`src/asc_pkg.sv`:
```
// Constants, types and helpers shared by the converter control block
package asc_pkg;

  // Register map, byte offsets on the plain register port
  localparam logic [1:0] ASC_STATCTL_OFS = 2'h0;
  localparam logic [1:0] ASC_RESULT_OFS = 2'h1;

  // Status/control field positions
  localparam int ASC_DONE_BIT = 7;
  localparam int ASC_RCSEL_BIT = 6;
  localparam int ASC_PWR_BIT = 5;
  localparam int ASC_CH_MSB = 2;

  // Reset values
  localparam logic [7:0] ASC_STATCTL_RST = 8'h00;
  localparam logic [7:0] ASC_RESULT_RST = 8'h00;

  // Conversion timing in conversion clock ticks, first trial DAC code, minimum conversion clock in kHz
  localparam int ASC_CONV_TICKS = 32;
  localparam logic [4:0] ASC_LAST_TICK = 5'h1f;
  localparam logic [4:0] ASC_FIRST_TRIAL = 5'h01;
  localparam logic [4:0] ASC_LAST_TRIAL = 5'h08;
  localparam logic [7:0] ASC_TRIAL_MSB = 8'h80;
  localparam int ASC_MIN_CONV_KHZ = 1000;

  // Channel codes
  localparam logic [2:0] ASC_CH_REF_HIGH = 3'h4;
  localparam logic [2:0] ASC_CH_RESERVED = 3'h7;

  // Settling after leaving stop, time and derived cycle count
  localparam int ASC_CLK_KHZ = 20000;
  localparam int ASC_STOP_SETTLE_US = 100;
  localparam int ASC_STOP_SETTLE_CYC = (ASC_CLK_KHZ * ASC_STOP_SETTLE_US + 999) / 1000;
  localparam logic [11:0] ASC_SETTLE_LAST = 12'(ASC_STOP_SETTLE_CYC - 1);

  typedef enum logic [3:0] {
    ST_OFF = 4'b0001,
    ST_RUN = 4'b0010,
    ST_STOP = 4'b0100,
    ST_WAKE = 4'b1000
  } asc_state_t;

  // Port C pin shared with a channel code; zero for internal channels
  function automatic logic [7:0] asc_pin_mask(input logic [2:0] ch);
    case (ch)
      3'h0: asc_pin_mask = 8'h40;
      3'h1: asc_pin_mask = 8'h20;
      3'h2: asc_pin_mask = 8'h10;
      3'h3: asc_pin_mask = 8'h08;
      3'h4: asc_pin_mask = 8'h80;
      default: asc_pin_mask = 8'h00;
    endcase
  endfunction : asc_pin_mask

endpackage : asc_pkg

```
`src/asc_sar_if.sv`:
```
// Signals between the control logic and the approximation engine
`timescale 1ns/1ps
interface asc_sar_if;
  logic run;
  logic start;
  logic tick;
  logic comp;
  logic sample;
  logic done;
  logic [7:0] dac;
  logic [7:0] result;

  modport engine (input run, start, tick, comp, output sample, done, dac, result);
  modport ctl (output run, start, tick, comp, input sample, done, dac, result);
endinterface : asc_sar_if

```
`src/asc_conv_tick.sv`:
```
// Conversion clock select: bus clock or synchronised RC oscillator edges
`timescale 1ns/1ps
module asc_conv_tick
  import asc_pkg::*;
(
  input wire logic mclk, // Bus clock
  input wire logic rstn, // Sync reset, low
  input wire logic rc_clock_select, // One picks RC oscillator
  input wire logic rc_osc, // RC oscillator level
  output logic tick // Conversion clock enable
);

  logic sync1_reg;
  logic sync2_reg;
  logic prev_reg;

  always_ff @(posedge mclk) begin
    if (!rstn) begin
      sync1_reg <= 1'b0;
      sync2_reg <= 1'b0;
      prev_reg <= 1'b0;
    end else begin
      sync1_reg <= rc_osc;
      sync2_reg <= sync1_reg;
      prev_reg <= sync2_reg;
    end
  end

  // RC edges are unrelated to mclk, so software must poll done
  assign tick = rc_clock_select ? (sync2_reg & ~prev_reg) : 1'b1;

endmodule : asc_conv_tick

```
`src/asc_sar_engine.sv`:
```
// Successive approximation sequencer, 32 conversion ticks per result
`timescale 1ns/1ps
module asc_sar_engine
  import asc_pkg::*;
(
  input wire logic mclk, // Bus clock
  input wire logic rstn, // Sync reset, low
  asc_sar_if.engine sar // Control side
);

  logic active_reg;
  logic [4:0] cnt_reg;
  logic [7:0] acc_reg;
  logic [7:0] mask_reg;
  logic [7:0] dac_reg;
  logic step;
  logic trial;
  logic [7:0] acc_next;

  assign step = active_reg & sar.tick & ~sar.start;
  assign trial = step && cnt_reg >= ASC_FIRST_TRIAL && cnt_reg <= ASC_LAST_TRIAL;
  assign acc_next = sar.comp ? (acc_reg | mask_reg) : acc_reg;
  assign sar.sample = step && cnt_reg == 5'h00;
  assign sar.done = step && cnt_reg == ASC_LAST_TICK;
  assign sar.dac = dac_reg;
  assign sar.result = acc_reg;

  always_ff @(posedge mclk) begin
    if (!rstn || !sar.run) begin
      active_reg <= 1'b0;
      cnt_reg <= 5'h00;
      acc_reg <= 8'h00;
      mask_reg <= 8'h00;
      dac_reg <= 8'h00;
    end else if (sar.start) begin
      active_reg <= 1'b1;
      cnt_reg <= 5'h00;
    end else if (step) begin
      cnt_reg <= cnt_reg + 5'h01; // Wraps to 0 for continuous runs
      if (sar.sample) begin
        acc_reg <= 8'h00;
        mask_reg <= ASC_TRIAL_MSB;
        dac_reg <= ASC_TRIAL_MSB;
      end else if (trial) begin
        acc_reg <= acc_next;
        mask_reg <= mask_reg >> 1;
        dac_reg <= acc_next | (mask_reg >> 1);
      end
    end
  end

endmodule : asc_sar_engine

```
`src/asc_ctrl.sv`:
```
// Converter control: registers, sequencing, stop handling, port C sharing
//
// Our own choices: strobed register access and the placing of the registers.
`timescale 1ns/1ps
module asc_ctrl
  import asc_pkg::*;
(
  input wire logic mclk, // 20 MHz bus clock
  input wire logic rstn, // Sync reset, low
  input wire logic [1:0] reg_addr, // Register offset
  input wire logic [7:0] reg_wdata, // Write data
  input wire logic reg_wr, // Write strobe
  input wire logic reg_rd, // Read strobe
  output logic [7:0] reg_rdata, // Read data, next cycle
  input wire logic rc_osc, // RC oscillator level
  input wire logic stop_mode, // High while in stop
  input wire logic ana_comp, // Input above DAC level
  output logic [2:0] ana_select, // Multiplexer channel
  output logic ana_sample, // Sample pulse
  output logic [7:0] ana_dac, // DAC trial code
  output logic ana_power, // Analog power enable
  input wire logic [7:0] pc_ddr_in, // Port C direction bits
  output logic [7:0] pc_ddr_out, // Direction with overrides
  input wire logic [7:0] pc_pin_in, // Port C data read value
  output logic [7:0] pc_read_out // Data read with masking
);

  ////////////////////////////////////////////////////////////////////////////
  // Declarations

  logic done_reg;
  logic done_next;
  logic rc_sel_reg;
  logic pwr_reg;
  logic [2:0] chan_reg;
  logic [7:0] result_reg;
  logic [7:0] result_next;
  logic [7:0] rdata_reg;
  logic [7:0] rdata_next;
  logic [7:0] ddr_reg;
  logic [7:0] pcrd_reg;
  logic [11:0] settle_reg;
  logic [11:0] settle_next;
  asc_state_t state_reg;
  asc_state_t state_next;

  logic wr_ctl;
  logic rd_ctl;
  logic rd_res;
  logic settled;
  logic enter_run;
  logic conv_tick;
  logic [7:0] statctl_view;
  logic [7:0] shared_mask;

  asc_sar_if sar ();

  ////////////////////////////////////////////////////////////////////////////
  // Register port decoding

  assign wr_ctl = reg_wr && reg_addr == ASC_STATCTL_OFS;
  assign rd_ctl = reg_rd && reg_addr == ASC_STATCTL_OFS;
  assign rd_res = reg_rd && reg_addr == ASC_RESULT_OFS;

  assign statctl_view = {done_reg, rc_sel_reg, pwr_reg, 2'b00, chan_reg};

  // Unmapped offsets read as zero
  assign rdata_next = rd_ctl ? statctl_view :
                      rd_res ? result_reg : 8'h00;

  assign reg_rdata = rdata_reg;

  ////////////////////////////////////////////////////////////////////////////
  // Control fields

  // Done flag is read-only; writes only clear it
  always_ff @(posedge mclk) begin
    if (!rstn) begin
      rc_sel_reg <= ASC_STATCTL_RST[ASC_RCSEL_BIT];
      pwr_reg <= ASC_STATCTL_RST[ASC_PWR_BIT];
      chan_reg <= ASC_STATCTL_RST[ASC_CH_MSB:0];
    end else if (wr_ctl) begin
      rc_sel_reg <= reg_wdata[ASC_RCSEL_BIT];
      pwr_reg <= reg_wdata[ASC_PWR_BIT];
      chan_reg <= reg_wdata[ASC_CH_MSB:0];
    end
  end

  ////////////////////////////////////////////////////////////////////////////
  // Done flag and result

  // Completion wins over a clear in the same cycle, so no result is lost
  assign done_next = sar.done ? 1'b1 :
                     (wr_ctl || rd_res) ? 1'b0 :
                     done_reg;

  // Reserved channel forces a zero result
  assign result_next = !sar.done ? result_reg :
                       (chan_reg == ASC_CH_RESERVED) ? 8'h00 :
                       sar.result;

  always_ff @(posedge mclk) begin
    if (!rstn) begin
      done_reg <= ASC_STATCTL_RST[ASC_DONE_BIT];
      result_reg <= ASC_RESULT_RST;
      rdata_reg <= 8'h00;
    end else begin
      done_reg <= done_next;
      result_reg <= result_next;
      rdata_reg <= rdata_next;
    end
  end

  ////////////////////////////////////////////////////////////////////////////
  // Power and stop sequencing

  assign settled = settle_reg == ASC_SETTLE_LAST;

  always_comb begin
    state_next = state_reg;
    case (state_reg)
      ST_OFF: begin
        if (stop_mode) begin
          state_next = ST_STOP;
        end else if (pwr_reg || (wr_ctl && reg_wdata[ASC_PWR_BIT])) begin
          state_next = ST_RUN;
        end
      end
      ST_RUN: begin
        // Wait and halt are not inputs here: conversions carry on
        if (stop_mode) begin
          state_next = ST_STOP;
        end else if (!pwr_reg) begin
          state_next = ST_OFF;
        end
      end
      ST_STOP: begin
        if (!stop_mode) begin
          state_next = ST_WAKE;
        end
      end
      ST_WAKE: begin
        if (stop_mode) begin
          state_next = ST_STOP;
        end else if (settled) begin
          state_next = pwr_reg ? ST_RUN : ST_OFF;
        end
      end
      default: begin
        state_next = ST_OFF;
      end
    endcase
  end

  // Settling counter only runs while waking from stop
  assign settle_next = (state_reg == ST_WAKE) ? settle_reg + 12'h001 : 12'h000;

  always_ff @(posedge mclk) begin
    if (!rstn) begin
      state_reg <= ST_OFF;
      settle_reg <= 12'h000;
    end else begin
      state_reg <= state_next;
      settle_reg <= settle_next;
    end
  end

  ////////////////////////////////////////////////////////////////////////////
  // Engine hookup

  assign enter_run = state_reg != ST_RUN && state_next == ST_RUN;

  // Run follows the next state, so a powering write starts at once, not twice
  assign sar.run = state_next == ST_RUN;
  // A powering write restarts on the new channel, also discarding a half-done result
  assign sar.start = (wr_ctl && reg_wdata[ASC_PWR_BIT]) || enter_run;
  assign sar.tick = conv_tick;
  assign sar.comp = ana_comp;

  asc_conv_tick u_tick (
    .mclk(mclk),
    .rstn(rstn),
    .rc_clock_select(rc_sel_reg),
    .rc_osc(rc_osc),
    .tick(conv_tick)
  );

  asc_sar_engine u_sar (
    .mclk(mclk),
    .rstn(rstn),
    .sar(sar.engine)
  );

  assign ana_select = chan_reg;
  assign ana_sample = sar.sample;
  assign ana_dac = sar.dac;
  // Analog section powered down in stop
  assign ana_power = pwr_reg && state_reg != ST_STOP;

  ////////////////////////////////////////////////////////////////////////////
  // Port C sharing

  assign shared_mask = pwr_reg ? asc_pin_mask(chan_reg) : 8'h00;

  // Registered for one cycle; the port logic sees both a cycle late
  always_ff @(posedge mclk) begin
    if (!rstn) begin
      ddr_reg <= 8'h00;
      pcrd_reg <= 8'h00;
    end else begin
      ddr_reg <= pc_ddr_in & ~shared_mask;
      pcrd_reg <= pc_pin_in & ~shared_mask;
    end
  end

  assign pc_ddr_out = ddr_reg;
  assign pc_read_out = pcrd_reg;

endmodule : asc_ctrl

```
`config.mk`:
```
export PLATFORM = sky130hd
export DESIGN_NAME = asc_ctrl
export DESIGN_NICKNAME = d
export VERILOG_FILES = /design/src/asc_pkg.sv /design/src/asc_sar_if.sv /design/src/asc_conv_tick.sv /design/src/asc_sar_engine.sv /design/src/asc_ctrl.sv
export SDC_FILE = /design/constraint.sdc
export NUM_CORES = 1
export LEC_CHECK = 0
export BUFFER_PORTS_ARGS = -buffer_cell sky130_fd_sc_hd__clkbuf_2
export CAP_MARGIN = 10
export CORE_MARGIN = 5
export CORE_UTILIZATION = 49
export CTS_CLUSTER_SIZE = 14
export DETAILED_ROUTE_END_ITERATION = 16
export HOLD_SLACK_MARGIN = 0.05
export PLACE_DENSITY = 0.73
export SLEW_MARGIN = 10
export SYNTH_ARGS = -nofsm -noshare
export SYNTH_HDL_FRONTEND = slang
export SYNTH_SLANG_ARGS = --single-unit
```
`constraint.sdc`:
```
create_clock -name mclk -period 3 [get_ports mclk]
set_clock_uncertainty 0.1 [all_clocks]
set_input_delay 0.6 -clock mclk [delete_from_list [all_inputs] [get_ports mclk]]
set_output_delay 0.6 -clock mclk [all_outputs]
set_load 0.1 [all_outputs]
```
==> results of run 1 <==
## layout by cell type, fill, tap and decap left out, types with 2 or more instances in the layout
cell        Yosys  routed
nor3_1          8       8
o21ai_2         2       2
mux2i_1        27      27
and3_1          5       5
nand2_1        33      33
xor2_1          8       8
clkinv_2        0       2
dfxtp_1        87      87
a211oi_1        7       7
a21oi_1        21      20
nor4_1          2       2
nor3b_1         2       2
xnor2_1         4       4
nor4b_1         2       2
nand2b_1        6       6
clkinvlp_4      0       2
inv_1          11      11
nand3_1        12      12
nor2b_1         5       5
clkbuf_8        0       9
buf_4           0      13
or2_2           2       2
inv_8           0       2
and2_1         10      10
a21boi_1        1       2
or3_1           6       6
a31oi_1         9       9
clkbuf_2        0      65
o21a_1          2       2
nor2_1         56      56
o311a_1         4       4
ha_1            5       4
o21ai_0        11      11
## cell families after synthesis
logic type               Yosys count
buffers and inverters             30
flip-flops                        87
AND/OR/NAND/NOR                  157
multiplexers                      27
adder cells (fa/ha/maj)            5
XOR/XNOR                          12
AO/OA/AOI/OAI                     66
## path summary, 6_finish.rpt
kind / from / endpoint / slack [ps] / depth (start not counted)
setup / recovery: settle_reg[11] / ana_sample / 120 / 5
hold reg to reg: u_tick.sync1_reg / u_tick.sync2_reg / 350 / 1
setup reg to reg: state_reg[0] / u_sar.sar.dac[4] / 500 / 7
hold / removal: pc_pin_in[7] / pc_read_out[7] / 330 / 3
## tightest hold or removal path: cells and delay by family
family	cells	cell delay, ps
AND/OR/NAND/NOR	1	30
buffers and inverters	2	120
## metal layers
metal,up-vias,GRT usage (%),share of wire (%),wire [um]
met3,10,3.75,6.0,421
met5,-,0,0,0
met2,73,27.5,46,3230
met1,1286,21.3,47,3310
met4,0,6.73,1.5,106
li1,1469,-,-,-
## where the power goes
group	internal [W]	total, W	leakage [nW]	switching (W)
Sequential	0.00117	0.00119	0.706	0.0000203
Clock	0.000312	0.000745	0.0895	0.000433
Combinational	0.0000682	0.000238	0.935	0.000170
## repair_timing
item | in CTS | in global routing
gates resized for setup | 1 | 1
buffers inserted | 0 | 2
hold buffers | 0 | 0
pin swaps | 0 | 2
setup endpoints to repair | 1 | 1
## per-stage QoR
stage                     hold slack, ps  setup TNS (ps)  cell area (um2)  total power (W)
final                                333               0             4230          0.00218
after global routing                 325               0             4230          0.00227
after CTS                            319               0             4210          0.00220
after detailed placement             330               0             4020          0.00146
after global placement               325               0             4020          0.00146
after floorplan                      312           -20.9             3540          0.00141
## layout make-up
type,count,area share (%)
flip-flops and latches,87,41.1
well taps,99,2.93
multi-input cells,267,40.2
clock inverters,7,1.33
inverters,11,0.975
repair buffers,79,10.5
clock buffers,9,2.93
==> impl_metrics.ini, run 1 <==
[status]
outcome = complete, no violations

[timing]
hold_viol = 0
rsz0062_at_grt = no
period_share_pct = 95.8
slew_viol_final = 0
slew_headroom_pct = 41.3
tightest_slew_ps = 874
fmax_ghz = 0.348
finalSetupViolations = 0
fin_ws_ps = 125
period_needed_ps = 2880

[logic_synthesis]
yosysSeqAreaShare_pct = 49.2
ys_warn_count = 0
synth_compound_area_share_pct = 12.8
ys.flop_type = dfxtp_1
synth-edff-count = 0
synth.distinct_cells = 47
synthCells = 384
ys_seq_elements = 87
yosys.area_share.xor_xnor_pct = 2.97
synth_most_common_cell = dfxtp_1
synth_top_family_by_area = simple AND/OR/NAND/NOR gates
synth_mux_area_share_pct = 7.64
avgSynthCellArea_um2 = 9.22
synthTopCellsByCount = dfxtp_1, nor2_1, nand2_1
netlist.area_leader.share_pct = 49.2
synth_area_leaders = dfxtp_1, mux2i_1, nor2_1
syn_area_mm2 = 0.00354
yosys.area_share.simple_pct = 22.3
synthAdderAreaFrac_pct = 1.77
syn_nets = 422
yosys.area.top_type = dfxtp_1
ys_async_sr_fraction_pct = 0

[grt]
first_global_vias = 2684
antenna_found_initial = 0
track_usage_pct = 16.8
grt_pass1_wl_mm = 12.1
grt_overflow = 0
grt_max_degree = 29

[layout]
final_util_pct = 59.3
area_delta_synth_final_pct = 19.6
n_fill_cell = 658
seqCellArea_mm2 = 0.00174
nets = 493
fin_cells = 559
multiInputGateArea_mm2 = 0.00170
largest_reg_flops = 12
final_layout_size_suffix_gt1_share_pct = 23.7
antennaDiodeCount = 0

[detailed_routing]
drc = 0
num_vias = 2838
totalWireLength_mm = 7.07
drt.antenna.violating_nets = 0
routedWlPerCell_um = 12.6
dr.pass1.iters = 4
drt_iter0_drc = 92
viasPerCell = 5.08

[critical_path]
worst-path-buf-inv = 1
cp.required_ps = 2300
critPathMaxStageDelay_ps = 550
worst_path_max_delay_cell = or4_4
cp.arrival_ps = 2180
cp_max_fo = 5
crit_chain = or3_1 -> or4_4 -> o2111ai_4 -> a21oi_2 -> buf_12
critPathKind = reg2out
worstSetupEndpointType = output port
path_delay_family = simple AND/OR/NAND/NOR gates
worstSetupStartpointType = flop

[clock_tree]
cts_buffers = 9
cts-root-buf = clkbuf_8
cts_sinks = 87
clk_latency_ps = 360
clkSlewWorstSetupHoldPaths_ps = 90
cts_buffer_depth = 2
htreeDepth = 3
cts_tree = done

[floorplan]
start_util_pct = 49.6
ios = 70
chipHeight_um = 95.0
die_w_um = 95.0
rows = 31
die_area_mm2 = 0.00902
coreArea_mm2 = 0.00714

[place]
gp_congestion = 0.817
io_buffers = 66
place_ws_ps = 117
dp_hpwl_mm = 5.11
dp.cells = 541

[hold_path]
worst_hold_path_type = in2reg

[pwr]
p_leak_nw = 1.73
vdd_ir_drop_max_v = 0.000264
power_density_mw_per_mm2 = 514

[run]
cap_violations = 0
Note: power is estimated with default switching activity, not from simulation.
==> inputs of run 2 (changes only) <==
--- a/config.mk
+++ b/config.mk
@@ -5,14 +5,15 @@
 export SDC_FILE = /design/constraint.sdc
 export NUM_CORES = 1
 export LEC_CHECK = 0
+export ABC_CLOCK_PERIOD_IN_PS = 3000
 export BUFFER_PORTS_ARGS = -buffer_cell sky130_fd_sc_hd__clkbuf_2
 export CAP_MARGIN = 10
 export CORE_MARGIN = 5
-export CORE_UTILIZATION = 49
+export CORE_UTILIZATION = 54
 export CTS_CLUSTER_SIZE = 14
 export DETAILED_ROUTE_END_ITERATION = 16
 export HOLD_SLACK_MARGIN = 0.05
-export PLACE_DENSITY = 0.73
+export PLACE_DENSITY = 0.79
 export SLEW_MARGIN = 10
 export SYNTH_ARGS = -nofsm -noshare
 export SYNTH_HDL_FRONTEND = slang
==> impl_metrics.ini, run 2 (same netlist as run 1, synthesis figures left out) <==
[clock_tree]
cts_buffer_depth = 2
htreeDepth = 3
cts_sinks = 87
cts-root-buf = clkbuf_8
cts_hold_buffers = 0
cts_buffers = 9
cts-resized-gates = 0
post-cts-setup-buffers = 0
clkSlewWorstSetupHoldPaths_ps = 80
cts_tree = done
clk_latency_ps = 350

[timing]
finalSetupViolations = 0
tightest_slew_ps = 1180
slew_viol_final = 0
hold_viol = 0
fin_ws_ps = 91.7
fmax_ghz = 0.344
slew_headroom_pct = 21.1
period_share_pct = 96.9
holdWs_ps = 339
period_needed_ps = 2910

[detailed_routing]
viasPerCell = 5.34
num_vias = 2856
routedWlPerCell_um = 13.5
dr.pass1.iters = 4
drt.antenna.violating_nets = 0
drt_iter0_drc = 73
drc = 0
totalWireLength_mm = 7.24

[critical_path]
ff2ff_setup_slack_ps = 280
worstSetupStartpointType = flop
worst_path_max_delay_cell = or4_4
cp.arrival_ps = 2210
critPathKind = reg2out
cp_max_fo = 5
crit_chain = ha_1 -> nand3_1 -> or4_4 -> o2111ai_4 -> a21oi_2 -> buf_12
cp.required_ps = 2300
critPathMaxStageDelay_ps = 560
worstSetupEndpointType = output port

[grt]
grt_overflow = 0
antenna_found_initial = 0
grt_pass1_wl_mm = 12.4
track_usage_pct = 17.9
grt_max_degree = 29
first_global_vias = 2769

[floorplan]
ios = 70
chipHeight_um = 91.0
coreArea_mm2 = 0.00635
rows = 29
die_w_um = 91.0
start_util_pct = 55.7
die_area_mm2 = 0.00827

[layout]
final_common_cell = dfxtp_1
finalInstanceArea_mm2 = 0.00421
final_layout_size_suffix_gt1_share_pct = 22.9
antennaDiodeCount = 0
area_delta_synth_final_pct = 18.9
most-common-layout-cells = dfxtp_1, clkbuf_2, nor2_1
nets = 491
fin_cells = 535
largest_reg_flops = 12

[place]
gp_congestion = 0.840
postPlaceCellArea_mm2 = 0.00399
io_buffers = 66
dp_hpwl_mm = 5.31
place_ws_ps = 169
dp.cells = 519

[pwr]
p_leak_nw = 1.73
power_density_mw_per_mm2 = 538
p_total_w = 0.00226
vdd_ir_drop_max_v = 0.000355

[status]
outcome = complete, no violations

[run]
cap_violations = 0

[hold_path]
worst_hold_path_type = in2reg
[run 2: path summary, 6_finish.rpt]
check,startpoint,end,depth (start not counted)
max,settle_reg[0],ana_sample,6
min,pc_pin_in[7],pc_read_out[7],3
max reg2reg,state_reg[0],u_sar.sar.result[5],6
min reg2reg,u_tick.sync1_reg,u_tick.sync2_reg,1
[run 2: worst max-delay path: cells and delay by family, from the launching register on]
family | cells | cell delay, ps
adder cells (fa/ha/maj) | 1 | 210
buffers and inverters | 1 | 180
flip-flops | 1 | 360
AND/OR/NAND/NOR | 2 | 690
AO/OA/AOI/OAI | 2 | 410
[run 2: power by group]
part	total [W]	leakage, nW	internal, W	switching (W)
registers	0.00119	0.706	0.00117	0.0000201
logic	0.000239	0.921	0.0000681	0.000171
clock network	0.000831	0.103	0.000432	0.000398
[run 2: metal layers]
metal  wire length (um)  share of wire [%]  vias to the layer above  global-route usage (%)
met3                417                5.8                        8                    4.96
met5                  0                  0                        -                       0
li1                   -                  -                     1460                       -
met4                 84                1.2                        0                    5.50
met2               3480                 48                       70                    30.5
met1               3260                 45                     1318                    22.0
[run 2: cell type report]
class	count	area (um2)
fill	542	2140
sequential	87	1740
multi-input combinational	267	1690
timing repair buffer	77	428
clock buffer	12	155
tap	77	96.3
clock inverter	4	51.3
inverter	11	41.3
[run 2: metrics by stage]
| step | setup TNS [ps] | utilization, % |
|---|---|---|
| 2_1_floorplan | -20.9 | - |
| 3_3_place_gp | 0 | 62.8 |
| 3_5_place_dp | 0 | 62.8 |
| 4_1_cts | 0 | 66.1 |
| 5_1_grt | -4.29 | 66.3 |
| 6_report | 0 | 66.3 |
